===== src/verilog/dei_pkg.sv =====
// Holds the register map, field positions, reset values and carriers of the event block.
// Assumes a single device clock and a byte-wide register port behind the serial interface.
package dei_pkg;

  // ****************************************************************
  // Register offsets
  // ****************************************************************
  localparam logic [6:0] OFS_IRQ_ENABLE_GROUP_B  = 7'h04; // Group B interrupt enables.
  localparam logic [6:0] OFS_EVENT_FLAGS_GROUP_A = 7'h05; // Group A sticky flags.
  localparam logic [6:0] OFS_EVENT_FLAGS_GROUP_B = 7'h06; // Group B sticky flags.
  localparam logic [6:0] OFS_IRQ_ROUTE_GROUP_A   = 7'h07; // Group A line select.
  localparam logic [6:0] OFS_IRQ_ROUTE_GROUP_B   = 7'h08; // Group B line select.
  localparam logic [6:0] OFS_SHARED_PIN_USAGE    = 7'h09; // Shared pin usage.
  localparam logic [6:0] OFS_RX_LOOP_CONTROL     = 7'h0A; // Delay loop control.
  localparam logic [6:0] OFS_RX_WARNING_CONTROL  = 7'h0B; // Warning clear control.
  localparam logic [6:0] OFS_RX_RESERVED_CONTROL = 7'h0C; // Reserved tuning byte.

  // ****************************************************************
  // Reset values
  // ****************************************************************
  localparam logic [7:0] RST_ZERO             = 8'h00; // Reset of cleared registers.
  localparam logic [7:0] RST_RX_LOOP_CONTROL  = 8'h40; // Duty correction on.
  localparam logic [7:0] RST_RX_WARNING_CTRL  = 8'h39; // Reserved default.
  localparam logic [7:0] RST_RX_RESERVED_CTRL = 8'h64; // Reserved default.

  // ****************************************************************
  // Field positions and masks
  // ****************************************************************
  localparam int BIT_PARITY_FAIL  = 7; // Group B parity failure.
  localparam int BIT_SAMPLE_FAIL  = 6; // Group B sample compare failure.
  localparam int BIT_DLL_WARN     = 5; // Group B delay loop warning.
  localparam int BIT_DLL_LOCKED   = 4; // Group B delay loop locked.
  localparam int BIT_FIFO_UNDER   = 2; // Group B FIFO underflow.
  localparam int BIT_FIFO_OVER    = 1; // Group B FIFO overflow.
  localparam int BIT_SYNC_LOST    = 6; // Group A sync lost.
  localparam int BIT_SYNC_LOCKED  = 5; // Group A sync locked.
  localparam int BIT_SYNC_DONE    = 4; // Group A sync done.
  localparam int BIT_MULT_LOST    = 3; // Group A multiplier lost.
  localparam int BIT_MULT_LOCKED  = 2; // Group A multiplier locked.
  localparam logic [7:0] MASK_GROUP_A = 8'h7C; // Implemented group A bits.
  localparam logic [7:0] MASK_GROUP_B = 8'hF6; // Implemented group B bits.
  localparam logic [7:0] MASK_PIN_USAGE = 8'h33; // Implemented usage bits.
  localparam logic [7:0] MASK_LOOP_CTRL = 8'hCF; // Implemented loop control bits.
  localparam int BIT_PARITY_IN_USE  = 5; // Parity usage bit.
  localparam int BIT_FRAMING_IN_USE = 4; // Frame usage bit.
  localparam int BIT_DLL_ENABLE     = 7; // Delay loop enable.
  localparam int BIT_DUTY_CORR      = 6; // Duty correction enable.
  localparam int BIT_OFFSET_SIGN    = 3; // Sign of the phase offset.
  localparam int BIT_WARN_CLEAR     = 7; // Warning clear command.

  // ****************************************************************
  // Shared pin function codes
  // ****************************************************************
  localparam logic [1:0] PIN_NONE     = 2'h0; // Pin has no effect.
  localparam logic [1:0] PIN_PARITY   = 2'h1; // Pin carries parity.
  localparam logic [1:0] PIN_FRAME    = 2'h2; // Pin carries frame.
  localparam logic [1:0] PIN_RESERVED = 2'h3; // Reserved code.

  // ****************************************************************
  // Phase figures in hundredths of a degree
  // ****************************************************************
  localparam logic [14:0] PHASE_BASE_X100 = 15'h2328; // 90.00 degrees.
  localparam logic [14:0] PHASE_STEP_X100 = 15'h0465; // 11.25 degrees.

  // ****************************************************************
  // Carriers
  // ****************************************************************
  // Group A event pulses from the sync unit and clock multiplier.
  typedef struct packed {
    logic sync_lost;
    logic sync_locked;
    logic sync_done;
    logic mult_lost;
    logic mult_locked;
  } dei_group_a_s;

  // Group B event pulses from the receiver, checkers and FIFO.
  typedef struct packed {
    logic parity_fail;
    logic sample_fail;
    logic dll_warn;
    logic dll_locked;
    logic fifo_under;
    logic fifo_over;
  } dei_group_b_s;

  // Receiver control settings driven to the data interface.
  typedef struct packed {
    logic        dll_enable;
    logic        duty_corr_en;
    logic [3:0]  phase_offset;
    logic [14:0] phase_x100;
    logic        parity_sel;
    logic        frame_sel;
    logic        parity_in_use;
    logic        framing_in_use;
  } dei_rx_ctrl_s;

endpackage


===== src/verilog/dei_event_irq.sv =====
// Holds the event flags, interrupt gating and routing, and receiver control registers.
// Assumes a byte register port from the serial interface, synchronous event pulses,
// and that the group A enable register and receiver status live elsewhere.
`timescale 1ns/100ps

module dei_event_irq
(
  input  wire logic                  clk,                 // 40 MHz device clock.
  input  wire logic                  resetn,              // Synchronous reset, active low.
  input  wire logic [6:0]            reg_addr,            // Register offset.
  input  wire logic [7:0]            reg_wdata,           // Write data.
  input  wire logic                  reg_wr,              // Write strobe.
  input  wire logic                  reg_rd,              // Read strobe.
  output logic      [7:0]            reg_rdata,           // Read data, one cycle after strobe.
  input  wire dei_pkg::dei_group_a_s ev_a,                // Group A event pulses.
  input  wire dei_pkg::dei_group_b_s ev_b,                // Group B event pulses.
  input  wire logic [7:0]            irq_enable_group_a,  // External group A enables.
  input  wire logic [7:0]            flag_clear_a,        // Clear mask for group A flags.
  input  wire logic [7:0]            flag_clear_b,        // Clear mask for group B flags.
  output logic                       request_line_a,      // First interrupt request line.
  output logic                       request_line_b,      // Second interrupt request line.
  output dei_pkg::dei_rx_ctrl_s      rx_ctrl,             // Receiver control settings.
  output logic                       rx_warn_clear        // One-cycle warning clear pulse.
);

  // ****************************************************************
  // Register storage
  // ****************************************************************
  logic [7:0] irq_enable_group_b;   // Group B enables.
  logic [7:0] event_flags_group_a;  // Group A sticky flags.
  logic [7:0] event_flags_group_b;  // Group B sticky flags.
  logic [7:0] irq_route_group_a;    // Group A line select.
  logic [7:0] irq_route_group_b;    // Group B line select.
  logic [7:0] shared_pin_usage;     // Shared pin usage.
  logic [7:0] rx_loop_control;      // Delay loop control.
  logic [7:0] rx_warning_control;   // Warning control byte.
  logic [7:0] rx_reserved_control;  // Reserved tuning byte.

  logic [7:0] set_a;                // Group A events placed at their flag positions.
  logic [7:0] set_b;                // Group B events placed at their flag positions.
  logic [7:0] pend_a_a;             // Group A bits pending on line A.
  logic [7:0] pend_a_b;             // Group A bits pending on line B.
  logic [7:0] pend_b_a;             // Group B bits pending on line A.
  logic [7:0] pend_b_b;             // Group B bits pending on line B.
  logic       next_request_line_a;  // Next value of line A.
  logic       next_request_line_b;  // Next value of line B.
  logic [7:0] next_reg_rdata;       // Read mux output.
  logic [14:0] next_phase_x100;     // Phase implied by the offset field.
  logic [14:0] phase_delta;         // Magnitude times step.

  // ****************************************************************
  // Event placement
  // ****************************************************************
  // Puts each event pulse at the bit of its flag register.
  always_comb
  begin
    set_a = dei_pkg::RST_ZERO;
    set_b = dei_pkg::RST_ZERO;
    set_a[dei_pkg::BIT_SYNC_LOST]   = ev_a.sync_lost;
    set_a[dei_pkg::BIT_SYNC_LOCKED] = ev_a.sync_locked;
    set_a[dei_pkg::BIT_SYNC_DONE]   = ev_a.sync_done;
    set_a[dei_pkg::BIT_MULT_LOST]   = ev_a.mult_lost;
    set_a[dei_pkg::BIT_MULT_LOCKED] = ev_a.mult_locked;
    set_b[dei_pkg::BIT_PARITY_FAIL] = ev_b.parity_fail;
    set_b[dei_pkg::BIT_SAMPLE_FAIL] = ev_b.sample_fail;
    set_b[dei_pkg::BIT_DLL_WARN]    = ev_b.dll_warn;
    set_b[dei_pkg::BIT_DLL_LOCKED]  = ev_b.dll_locked;
    set_b[dei_pkg::BIT_FIFO_UNDER]  = ev_b.fifo_under;
    set_b[dei_pkg::BIT_FIFO_OVER]   = ev_b.fifo_over;
  end

  // ****************************************************************
  // Sticky flags
  // ****************************************************************
  // Flags hold until cleared; a set in the clear cycle wins so no event is lost.
  always_ff @(posedge clk)
  begin
    if (!resetn)
    begin
      event_flags_group_a <= dei_pkg::RST_ZERO;
      event_flags_group_b <= dei_pkg::RST_ZERO;
    end
    else
    begin
      event_flags_group_a <= ((event_flags_group_a & ~flag_clear_a) | set_a)
                             & dei_pkg::MASK_GROUP_A;
      event_flags_group_b <= ((event_flags_group_b & ~flag_clear_b) | set_b)
                             & dei_pkg::MASK_GROUP_B;
    end
  end

  // ****************************************************************
  // Gating and routing
  // ****************************************************************
  // Each flag bit is gated by its enable and steered by its select bit.
  for (genvar i = 0; i < 8; i++)
  begin : g_route
    assign pend_a_a[i] = event_flags_group_a[i] & irq_enable_group_a[i]
                         & dei_pkg::MASK_GROUP_A[i] & ~irq_route_group_a[i];
    assign pend_a_b[i] = event_flags_group_a[i] & irq_enable_group_a[i]
                         & dei_pkg::MASK_GROUP_A[i] & irq_route_group_a[i];
    assign pend_b_a[i] = event_flags_group_b[i] & irq_enable_group_b[i]
                         & ~irq_route_group_b[i];
    assign pend_b_b[i] = event_flags_group_b[i] & irq_enable_group_b[i]
                         & irq_route_group_b[i];
  end

  // The request lines are any pending bit of either group on that line.
  always_comb
  begin
    next_request_line_a = |{pend_a_a, pend_b_a};
    next_request_line_b = |{pend_a_b, pend_b_b};
  end

  // Registers the request lines so they are glitch free at the pins.
  always_ff @(posedge clk)
  begin
    if (!resetn)
    begin
      request_line_a <= 1'b0;
      request_line_b <= 1'b0;
    end
    else
    begin
      request_line_a <= next_request_line_a;
      request_line_b <= next_request_line_b;
    end
  end

  // ****************************************************************
  // Writable registers
  // ****************************************************************
  // Stores writes at the mapped offsets; flag registers ignore writes.
  always_ff @(posedge clk)
  begin
    if (!resetn)
    begin
      irq_enable_group_b  <= dei_pkg::RST_ZERO;
      irq_route_group_a   <= dei_pkg::RST_ZERO;
      irq_route_group_b   <= dei_pkg::RST_ZERO;
      shared_pin_usage    <= dei_pkg::RST_ZERO;
      rx_loop_control     <= dei_pkg::RST_RX_LOOP_CONTROL;
      rx_warning_control  <= dei_pkg::RST_RX_WARNING_CTRL;
      rx_reserved_control <= dei_pkg::RST_RX_RESERVED_CTRL;
    end
    else if (reg_wr)
    begin
      unique case (reg_addr)
        dei_pkg::OFS_IRQ_ENABLE_GROUP_B:
          irq_enable_group_b  <= reg_wdata & dei_pkg::MASK_GROUP_B;
        dei_pkg::OFS_IRQ_ROUTE_GROUP_A:
          irq_route_group_a   <= reg_wdata & dei_pkg::MASK_GROUP_A;
        dei_pkg::OFS_IRQ_ROUTE_GROUP_B:
          irq_route_group_b   <= reg_wdata & dei_pkg::MASK_GROUP_B;
        dei_pkg::OFS_SHARED_PIN_USAGE:
          shared_pin_usage    <= reg_wdata & dei_pkg::MASK_PIN_USAGE;
        dei_pkg::OFS_RX_LOOP_CONTROL:
          rx_loop_control     <= reg_wdata & dei_pkg::MASK_LOOP_CTRL;
        dei_pkg::OFS_RX_WARNING_CONTROL:
          rx_warning_control  <= reg_wdata;
        dei_pkg::OFS_RX_RESERVED_CONTROL:
          rx_reserved_control <= reg_wdata;
        default:
          ; // Read-only and unmapped offsets keep their contents.
      endcase
    end
  end

  // Pulses the warning clear for one cycle when its command bit is written as one.
  always_ff @(posedge clk)
  begin
    if (!resetn)
    begin
      rx_warn_clear <= 1'b0;
    end
    else
    begin
      rx_warn_clear <= reg_wr && (reg_addr == dei_pkg::OFS_RX_WARNING_CONTROL)
                       && reg_wdata[dei_pkg::BIT_WARN_CLEAR];
    end
  end

  // ****************************************************************
  // Read path
  // ****************************************************************
  // Selects the addressed register; unmapped offsets read as zero.
  always_comb
  begin
    unique case (reg_addr)
      dei_pkg::OFS_IRQ_ENABLE_GROUP_B:  next_reg_rdata = irq_enable_group_b;
      dei_pkg::OFS_EVENT_FLAGS_GROUP_A: next_reg_rdata = event_flags_group_a;
      dei_pkg::OFS_EVENT_FLAGS_GROUP_B: next_reg_rdata = event_flags_group_b;
      dei_pkg::OFS_IRQ_ROUTE_GROUP_A:   next_reg_rdata = irq_route_group_a;
      dei_pkg::OFS_IRQ_ROUTE_GROUP_B:   next_reg_rdata = irq_route_group_b;
      dei_pkg::OFS_SHARED_PIN_USAGE:    next_reg_rdata = shared_pin_usage;
      dei_pkg::OFS_RX_LOOP_CONTROL:     next_reg_rdata = rx_loop_control;
      dei_pkg::OFS_RX_WARNING_CONTROL:  next_reg_rdata = rx_warning_control;
      dei_pkg::OFS_RX_RESERVED_CONTROL: next_reg_rdata = rx_reserved_control;
      default:                          next_reg_rdata = dei_pkg::RST_ZERO;
    endcase
  end

  // Captures read data on the read strobe and holds it until the next read.
  always_ff @(posedge clk)
  begin
    if (!resetn)
    begin
      reg_rdata <= dei_pkg::RST_ZERO;
    end
    else if (reg_rd)
    begin
      reg_rdata <= next_reg_rdata;
    end
  end

  // ****************************************************************
  // Receiver control decode
  // ****************************************************************
  // Offset is signed magnitude: bit 3 is the sign, bits 2 to 0 the step count.
  always_comb
  begin
    phase_delta = 15'(rx_loop_control[2:0]) * dei_pkg::PHASE_STEP_X100;
    if (rx_loop_control[dei_pkg::BIT_OFFSET_SIGN])
    begin
      next_phase_x100 = dei_pkg::PHASE_BASE_X100 - phase_delta;
    end
    else
    begin
      next_phase_x100 = dei_pkg::PHASE_BASE_X100 + phase_delta;
    end
  end

  // Registers the receiver settings seen by the data interface.
  always_ff @(posedge clk)
  begin
    if (!resetn)
    begin
      rx_ctrl <= '0;
    end
    else
    begin
      rx_ctrl.dll_enable     <= rx_loop_control[dei_pkg::BIT_DLL_ENABLE];
      rx_ctrl.duty_corr_en   <= rx_loop_control[dei_pkg::BIT_DUTY_CORR];
      rx_ctrl.phase_offset   <= rx_loop_control[3:0];
      rx_ctrl.phase_x100     <= next_phase_x100;
      rx_ctrl.parity_sel     <= shared_pin_usage[1:0] == dei_pkg::PIN_PARITY;
      rx_ctrl.frame_sel      <= shared_pin_usage[1:0] == dei_pkg::PIN_FRAME;
      rx_ctrl.parity_in_use  <= shared_pin_usage[dei_pkg::BIT_PARITY_IN_USE];
      rx_ctrl.framing_in_use <= shared_pin_usage[dei_pkg::BIT_FRAMING_IN_USE];
    end
  end

  // ****************************************************************
  // Assertions
  // ****************************************************************
  // A parity event is visible in flag B bit 7 at the next edge.
  property p_parity_sets;
    @(posedge clk) disable iff (!resetn)
    ev_b.parity_fail |=> event_flags_group_b[dei_pkg::BIT_PARITY_FAIL];
  endproperty
  a_parity_sets: assert property (p_parity_sets)
    else $error("parity flag not set");

  // A sample compare event sets its flag even during a clear.
  property p_sample_sets;
    @(posedge clk) disable iff (!resetn)
    ev_b.sample_fail && flag_clear_b[dei_pkg::BIT_SAMPLE_FAIL]
      |=> event_flags_group_b[dei_pkg::BIT_SAMPLE_FAIL];
  endproperty
  a_sample_sets: assert property (p_sample_sets)
    else $error("sample flag lost under clear");

  // A FIFO underflow sets bit 2 and not the overflow bit on its own.
  property p_under_sets;
    @(posedge clk) disable iff (!resetn)
    ev_b.fifo_under && !ev_b.fifo_over && !event_flags_group_b[dei_pkg::BIT_FIFO_OVER]
      |=> event_flags_group_b[dei_pkg::BIT_FIFO_UNDER]
          && !event_flags_group_b[dei_pkg::BIT_FIFO_OVER];
  endproperty
  a_under_sets: assert property (p_under_sets)
    else $error("underflow flag wrong");

  // Sync done lands on group A bit 4.
  property p_sync_done_sets;
    @(posedge clk) disable iff (!resetn)
    ev_a.sync_done |=> event_flags_group_a[dei_pkg::BIT_SYNC_DONE];
  endproperty
  a_sync_done_sets: assert property (p_sync_done_sets)
    else $error("sync done flag not set");

  // Without clear or event, a set flag stays set.
  property p_flag_holds;
    @(posedge clk) disable iff (!resetn)
    event_flags_group_b[dei_pkg::BIT_DLL_LOCKED] && !flag_clear_b[dei_pkg::BIT_DLL_LOCKED]
      |=> event_flags_group_b[dei_pkg::BIT_DLL_LOCKED];
  endproperty
  a_flag_holds: assert property (p_flag_holds)
    else $error("flag dropped without clear");

  // A disabled group B flag never raises a line by itself.
  property p_b_disabled_quiet;
    @(posedge clk) disable iff (!resetn)
    (irq_enable_group_b == dei_pkg::RST_ZERO) && !(|(event_flags_group_a & irq_enable_group_a))
      |=> !request_line_a && !request_line_b;
  endproperty
  a_b_disabled_quiet: assert property (p_b_disabled_quiet)
    else $error("line raised with enables off");

  // A pending flag routed to line B raises line B, not A alone.
  property p_route_b;
    @(posedge clk) disable iff (!resetn)
    event_flags_group_b[dei_pkg::BIT_DLL_WARN] && irq_enable_group_b[dei_pkg::BIT_DLL_WARN]
      && irq_route_group_b[dei_pkg::BIT_DLL_WARN] |=> request_line_b;
  endproperty
  a_route_b: assert property (p_route_b)
    else $error("routed flag missed line B");

  // A group A flag enabled externally and routed to A raises line A.
  property p_group_a_gate;
    @(posedge clk) disable iff (!resetn)
    event_flags_group_a[dei_pkg::BIT_MULT_LOST] && irq_enable_group_a[dei_pkg::BIT_MULT_LOST]
      && !irq_route_group_a[dei_pkg::BIT_MULT_LOST] |=> request_line_a;
  endproperty
  a_group_a_gate: assert property (p_group_a_gate)
    else $error("group A flag missed line A");

  // The warning clear pulse lasts exactly one cycle after the command write.
  property p_warn_pulse;
    @(posedge clk) disable iff (!resetn)
    reg_wr && reg_addr == dei_pkg::OFS_RX_WARNING_CONTROL && reg_wdata[dei_pkg::BIT_WARN_CLEAR]
      ##1 !reg_wr |-> rx_warn_clear ##1 !rx_warn_clear;
  endproperty
  a_warn_pulse: assert property (p_warn_pulse)
    else $error("warning clear pulse wrong");

  // Two cycles after a loop control write the enables follow its bits.
  property p_loop_enables;
    @(posedge clk) disable iff (!resetn)
    reg_wr && reg_addr == dei_pkg::OFS_RX_LOOP_CONTROL ##1 !reg_wr
      |=> rx_ctrl.dll_enable == $past(reg_wdata[dei_pkg::BIT_DLL_ENABLE], 2)
          && rx_ctrl.duty_corr_en == $past(reg_wdata[dei_pkg::BIT_DUTY_CORR], 2);
  endproperty
  a_loop_enables: assert property (p_loop_enables)
    else $error("loop enables do not follow write");

  // Zero offset gives exactly the base phase.
  property p_phase_base;
    @(posedge clk) disable iff (!resetn)
    rx_loop_control[2:0] == 3'h0 |=> rx_ctrl.phase_x100 == dei_pkg::PHASE_BASE_X100;
  endproperty
  a_phase_base: assert property (p_phase_base)
    else $error("phase not at base");

  // The reserved usage code selects neither function.
  property p_pin_reserved;
    @(posedge clk) disable iff (!resetn)
    shared_pin_usage[1:0] == dei_pkg::PIN_RESERVED |=> !rx_ctrl.parity_sel && !rx_ctrl.frame_sel;
  endproperty
  a_pin_reserved: assert property (p_pin_reserved)
    else $error("reserved pin code selected a function");

endmodule


===== config.mk =====
export PLATFORM = sky130hd
export DESIGN_NAME = dei_event_irq
export DESIGN_NICKNAME = d
export VERILOG_FILES = /design/src/verilog/dei_pkg.sv /design/src/verilog/dei_event_irq.sv
export SDC_FILE = /design/constraint.sdc
export NUM_CORES = 1
export LEC_CHECK = 0
export ABC_AREA = 1
export BUFFER_PORTS_ARGS = -buffer_cell sky130_fd_sc_hd__buf_2
export CAP_MARGIN = 20
export CORE_MARGIN = 1.5
export CORE_UTILIZATION = 40
export CTS_CLUSTER_DIAMETER = 40
export DETAILED_ROUTE_END_ITERATION = 7
export HOLD_SLACK_MARGIN = 0.1
export PLACE_DENSITY = 0.62
export SKIP_LAST_GASP = 1
export SYNTH_ARGS = -nofsm -noshare
export SYNTH_HDL_FRONTEND = slang
export SYNTH_SLANG_ARGS = --single-unit

===== constraint.sdc =====
create_clock -name clk -period 3.15 [get_ports clk]
set_input_delay 0 -clock clk [delete_from_list [all_inputs] [get_ports clk]]
set_output_delay 0 -clock clk [all_outputs]
set_load 0.01 [all_outputs]

=== Word-level counts from Yosys, hierarchy flattened ===
Index checks and enable logic that the tools add are counted.

* Register bits: 92
* Bits in latches: 0
* Bits in writable memories: 0
* Bits in read-only memories: 0
* Bits of input ports: 54
* Output and inout port bits: 36
* Word-level logic and storage cells: 99
* Memories: 0

* Add/sub/neg operators: 2
* Multipliers: 1
* Div/mod/pow operators: 0
* $lt $le $gt $ge: 0
* Eq/ne operators: 11
* Shifts and indexed selects: 0
* Muxes and demuxes: 2
* Bitwise logic cells: 50
* Reductions and logical operators: 11

{| class="wikitable"
|+ Operators with widths
! operator !! count
|-
| 8-bit one-hot mux with 9 select lines || 1
|-
| 7-bit by 4-bit equality test with 1-bit output (second input constant) || 5
|-
| 1-bit bitwise AND || 33
|-
| 7-bit by 3-bit equality test with 1-bit output (second input constant) || 4
|-
| 11-bit OR reduction || 2
|-
| 14-bit by 14-bit adder with 15-bit output (first input constant) || 1
|-
| 15-bit two-way mux || 1
|-
| 14-bit by 14-bit subtractor with 15-bit output (first input constant) || 1
|-
| 3-bit by 11-bit multiplier with 14-bit output (second input constant) || 1
|-
| 2-bit AND reduction || 7
|-
| 1-bit NOT || 11
|-
| 8-bit bitwise AND || 1
|-
| 8-bit NOT || 1
|-
| 8-bit OR || 1
|-
| 7-bit bitwise AND || 1
|-
| 7-bit NOT || 1
|-
| 7-bit OR || 1
|-
| 2-bit by 1-bit equality test with 1-bit output (second input constant) || 1
|-
| 2-bit equality test (second input constant) || 1
|-
| 1-bit logical AND || 2
|}

=== Logic depth before layout (Yosys ltp) ===
* Depth after elaboration: 3
* Depth in mapped cells: 15
* Depth with buffers taken out: 15

=== Worst setup path after synthesis ===
OpenSTA, ideal clock, no wires.

* Path kind: register to register
* Start: reg rx_loop_control[1]
* End: reg rx_ctrl[16] (netlist name)
* Setup time: 0.115 ns
* Arrival time: 1.981 ns
* Required time: 3.035 ns
* Path slack: 1.054 ns
* Cell stages (with the launch flop): 14
* Buffers on the path: 0
* Period minus slack after synthesis: 2.096 ns
* Path through: dfxtp_1 inv_1 ha_1 ha_1 nand2_1 inv_1 nand2_1 nand3_1 nand2_4 nand3_2 nand2_2 nand2_2 a21oi_1 nor2_1

* Cells in the longest elaborated chain, start to end: 3
* Elaborated cells between the ends (all ways): 4
* Those cells by class: 2 x add/sub; 1 x mul; 1 x mux

{| class="wikitable"
|+ Ends and longest elaborated chain
! what !! RTL line !! source
|-
| from (decl) || dei_event_irq.sv:35 || <nowiki>logic [7:0] rx_loop_control;</nowiki>
|-
| from (signal assigned) || dei_event_irq.sv:142 || <nowiki>rx_loop_control <= dei_pkg::RST_RX_LOOP_CONTROL;</nowiki>
|-
| from (signal assigned) || dei_event_irq.sv:158 || <nowiki>rx_loop_control <= reg_wdata & dei_pkg::MASK_LOOP_CTRL;</nowiki>
|-
| 3-bit by 11-bit multiplier with 14-bit output (*) || dei_event_irq.sv:222 || <nowiki>phase_delta = 15'(rx_loop_control[2:0]) * dei_pkg::PHASE_STEP_X100;</nowiki>
|-
| 14-bit by 14-bit adder with 15-bit output or 14-bit by 14-bit subtractor with 15-bit output (tied branches) || dei_event_irq.sv:229, dei_event_irq.sv:225 ||
|-
| 15-bit two-way mux (*) || dei_event_irq.sv:223 || <nowiki>if (rx_loop_control[dei_pkg::BIT_OFFSET_SIGN])</nowiki>
|-
| to (decl) || dei_event_irq.sv:22 || <nowiki>output dei_pkg::dei_rx_ctrl_s rx_ctrl,</nowiki>
|}

Mark *: on every way between the ends. The rest lies on a longest branch, timed or not.
A chain may end at the register's enable or synchronous reset.

=== Worst setup path after layout ===
Ends and elaborated chain as after synthesis.

==> run_results.csv <==
group,metric,value,unit
drt,drc,0,
sta,slew_viol_final,0,
worst_setup_path,crit_family,"adder cells",
clock_network,post-cts-setup-buffers,0,
min_path,worstHoldPathType,"in2reg",
yosys,synth-xor-area-share,0,%
drt,drt-total-wl,11800,um
die,die-area,0.0115,mm2
status,status,"complete, no violations",
job,drv_cap,0,
yosys,yosysWarningCount,0,
clock_network,insertion_delay,0.36,ns
worst_setup_path,arrival,2.68,ns
drt,drtPass1Iterations,5,
drt,antenna_left,0,
pwr,p_per_area,408,mW/mm2
min_path,whs_path_depth,3,
drt,wl_per_cell,13.7,um
clock_network,cts_max_level,3,
die,rows,37,
worst_setup_path,cp-start-kind,"flip-flop",
worst_setup_path,slowest_stage,"dfxtp_1",
pwr,power.leakage,2.62,nW
worst_setup_path,worstReg2RegEnd,"rx_ctrl[16]",
die,fp.dieH,107,um
clock_network,cts_buffers,9,
worst_setup_path,path_class,"reg2reg",
die,start_util,41.7,%
min_path,min_from,"resetn",
sta,fmax,0.411,GHz
worst_setup_path,crit_buf_inv,1,
drt,viasPerCell,4.96,
yosys,synth_simple_gate_area_share,31.2,%
sta,setup_tns,0,ns
worst_setup_path,reg2reg_depth,12,
yosys,synth_cells,613,
worst_setup_path,rrSetupSlack,0.72,ns
yosys,synth_fa_ha_area_share,4.01,%
final_layout,n_antenna_cell,0,
clock_network,clkSinkCount,89,
final_layout,fin_util,51.9,%
clock_network,cts.path.max_buffers,2,
sta,worst_pin_slew,0.543,ns
worst_setup_path,crit_path_end_kind,"flip-flop",
die,coreArea,0.0105,mm2
sta,fin_crit_sh,77.2,%
yosys,synth.distinct_cells,39,
final_layout,multi_input_area,0.00214,mm2
yosys,syn_area_per_cell,7.12,um2
final_layout,syn2layout_area_growth,24.3,%
placed_design,port_buffers,81,
worst_setup_path,cp.required,3.40,ns
global_route,grt_pass1_wl,19400,um
sta,rsz0062_at_grt,"no",
final_layout,drive_gt1_share,18.0,%
clock_network,cts_tree,"done",
global_route,grt_overflow_total,0,
sta,setup_viol,0,
global_route,grt_max_degree,59,
pwr,vdd_drop_max,0.224,mV
worst_setup_path,crit_chain,"inv_1, ha_1, ha_1, nand2_1, o21ai_1, nand2_1, nand2_4, nand3_2, nand2_2, nand2_2, a21oi_1, nor2_1",
yosys,synth_compound_area_share,13.9,%
worst_setup_path,crit_fanout,10,
clock_network,root_buffer,"clkbuf_8",
drt,vias,4285,
worst_setup_path,crit_path_max_incr_delay,0.56,ns
yosys,synth_top_family_by_area,"simple AND/OR/NAND/NOR gates",
yosys,synth_nets,681,
clock_network,clk_pin_slew_worst_paths,0.09,ns
worst_setup_path,r2r_start,"rx_loop_control[1]",
yosys,yosysSeqAreaShare,40.8,%
yosys,ys_ff_latch,89,
sta,finClkSkew,0.0155,ns
yosys,synth.area.mux_share,0,%
placed_design,dp_hpwl,8660,um
die,io_pins,90,
min_path,whs_endpoint,"event_flags_group_b[6]",
sta,period_needed,2.43,ns
global_route,first_global_vias,3992,
sta,relSlewSlack,63.8,%
final_layout,register_area,0.00178,mm2
final_layout,num-fill-cells,1066,
global_route,track_usage,21.5,%
sta,hold_viol,0,
drt,first_iter_violations,245,
global_route,antenna_found_initial,0,
final_layout,fin_nets,791,
yosys,syn_area,0.00436,mm2
placed_design,routabilityCongestion,0.895,
die,die_x,107,um
tightest hold or removal path: cells and delay by family:
kind | cells | cell delay [ns]
buf+inv | 2 | 0.27
simple gates | 1 | 0.14
cell families (layout without fill, tap and decap cells):
kind of cell             Yosys count  in the layout
buffers and inverters            106            221
AND/OR/NAND/NOR                  291            291
flip-flops                        89             89
AO/OA/AOI/OAI                    113            113
adder cells (fa/ha/maj)           14             14
cells in the final DEF, fill, tap and decap left out, types with 2 or more instances in the layout:
| cell | count |
|---|---|
| clkinvlp_4 | 2 |
| clkinv_2 | 2 |
| nor2_1 | 70 |
| nand4_1 | 6 |
| nor3_1 | 12 |
| nand2_4 | 7 |
| dfxtp_1 | 89 |
| ha_1 | 14 |
| nor4_1 | 2 |
| nor2_8 | 2 |
| a21oi_1 | 52 |
| clkbuf_8 | 9 |
| nand3_2 | 3 |
| buf_2 | 81 |
| bufinv_16 | 2 |
| dlygate4sd3_1 | 33 |
| nand2_2 | 7 |
| inv_4 | 2 |
| a211oi_1 | 3 |
| nand3_1 | 60 |
| inv_2 | 3 |
| inv_1 | 83 |
| o22ai_1 | 3 |
| nor2_4 | 3 |
| o21ai_1 | 10 |
| nor2_2 | 2 |
| o21ai_0 | 37 |
| nand2_1 | 115 |
per-layer routing:
layer | routed length [um] | up-vias | track usage [%]
li1 | - | 2204 | -
met5 | 0 | - | 0
met2 | 5180 | 132 | 32.9
met4 | 184 | 0 | 7.61
met1 | 5700 | 1934 | 29.9
met3 | 737 | 15 | 4.54
cell usage after synthesis (all sizes together):
| cell type | count | share of area, % |
|---|---|---|
| a211oi | 3 | 0.52 |
| a21oi | 52 | 6.0 |
| a311oi | 1 | 0.20 |
| a31o | 1 | 0.20 |
| a31oi | 1 | 0.14 |
| a32o | 1 | 0.23 |
| and3 | 1 | 0.14 |
| buf | 8 | 1.2 |
| clkbuf | 9 | 1.0 |
| clkinv | 1 | 0.20 |
| dfxtp | 89 | 41 |
| ha | 14 | 4.0 |
| inv | 88 | 7.7 |
| nand2 | 129 | 13 |
| nand3 | 63 | 7.6 |
| nand4 | 6 | 0.86 |
| nor2 | 77 | 8.0 |
| nor3 | 13 | 1.6 |
| nor4 | 2 | 0.29 |
| o2111a | 1 | 0.26 |
| o211ai | 1 | 0.17 |
| o21ai | 48 | 5.6 |
| o22ai | 3 | 0.43 |
| o31ai | 1 | 0.17 |
area by class of cell:
type	count	share of cell area, %
clock buffer	9	2.28
clock inverter	7	1.73
inverter	89	6.34
multi-input combinational	418	39.5
sequential	89	32.8
tap	136	3.14
timing repair buffer	116	14.2
registers in the layout, summed over array words and instances (netlist names):
name and count:
request_line_a 1, rx_loop_control 6, irq_route_group_b 6, reg_rdata 8
rx_warning_control 8, rx_warn_clear 1, event_flags_group_b 6, rx_ctrl 24
shared_pin_usage 4, request_line_b 1, rx_reserved_control 8, irq_enable_group_b 6
irq_route_group_a 5, event_flags_group_a 5
power by group:
part,switching (mW),total (mW),leakage (nW),internal [mW]
clock network,0.422,0.869,0.106,0.447
registers,0.0109,1.15,0.723,1.14
logic,0.107,0.190,1.79,0.0833
how the worst max path moves through the flow:
stage / slack [ns] / end / start / cells after the start
2_1_floorplan: 1.05 / rx_ctrl[16] / rx_loop_control[1] / 13
3_3_place_gp: 0.79 / rx_ctrl[16] / rx_loop_control[1] / 13
3_5_place_dp: 0.75 / rx_ctrl[15] / rx_loop_control[1] / 13
4_1_cts: 0.73 / rx_ctrl[15] / rx_loop_control[1] / 13
5_1_grt: 0.43 / rx_ctrl[16] / rx_loop_control[1] / 12
6_report: 0.72 / rx_ctrl[16] / rx_loop_control[1] / 12
repair_timing:
action	CTS	global route
hold buffers	33	0
endpoints found under the hold margin	63	0
resized for setup	0	0
per-stage QoR:
stage                     power (mW)  hold WS (ns)  cells  instance area, um2  worst slack (ns)
final                           2.21        0.0813    864                5430             0.720
after detailed placement        1.33         0.215    814                4850             0.749
after floorplan                 1.26         0.113    613                4360              1.05
after global placement          1.33         0.201    814                4850             0.793
after CTS                       2.22         0.145    863                5400             0.730
after global routing            2.30         0.119    864                5430             0.429
(Power assumes the default switching activity.)
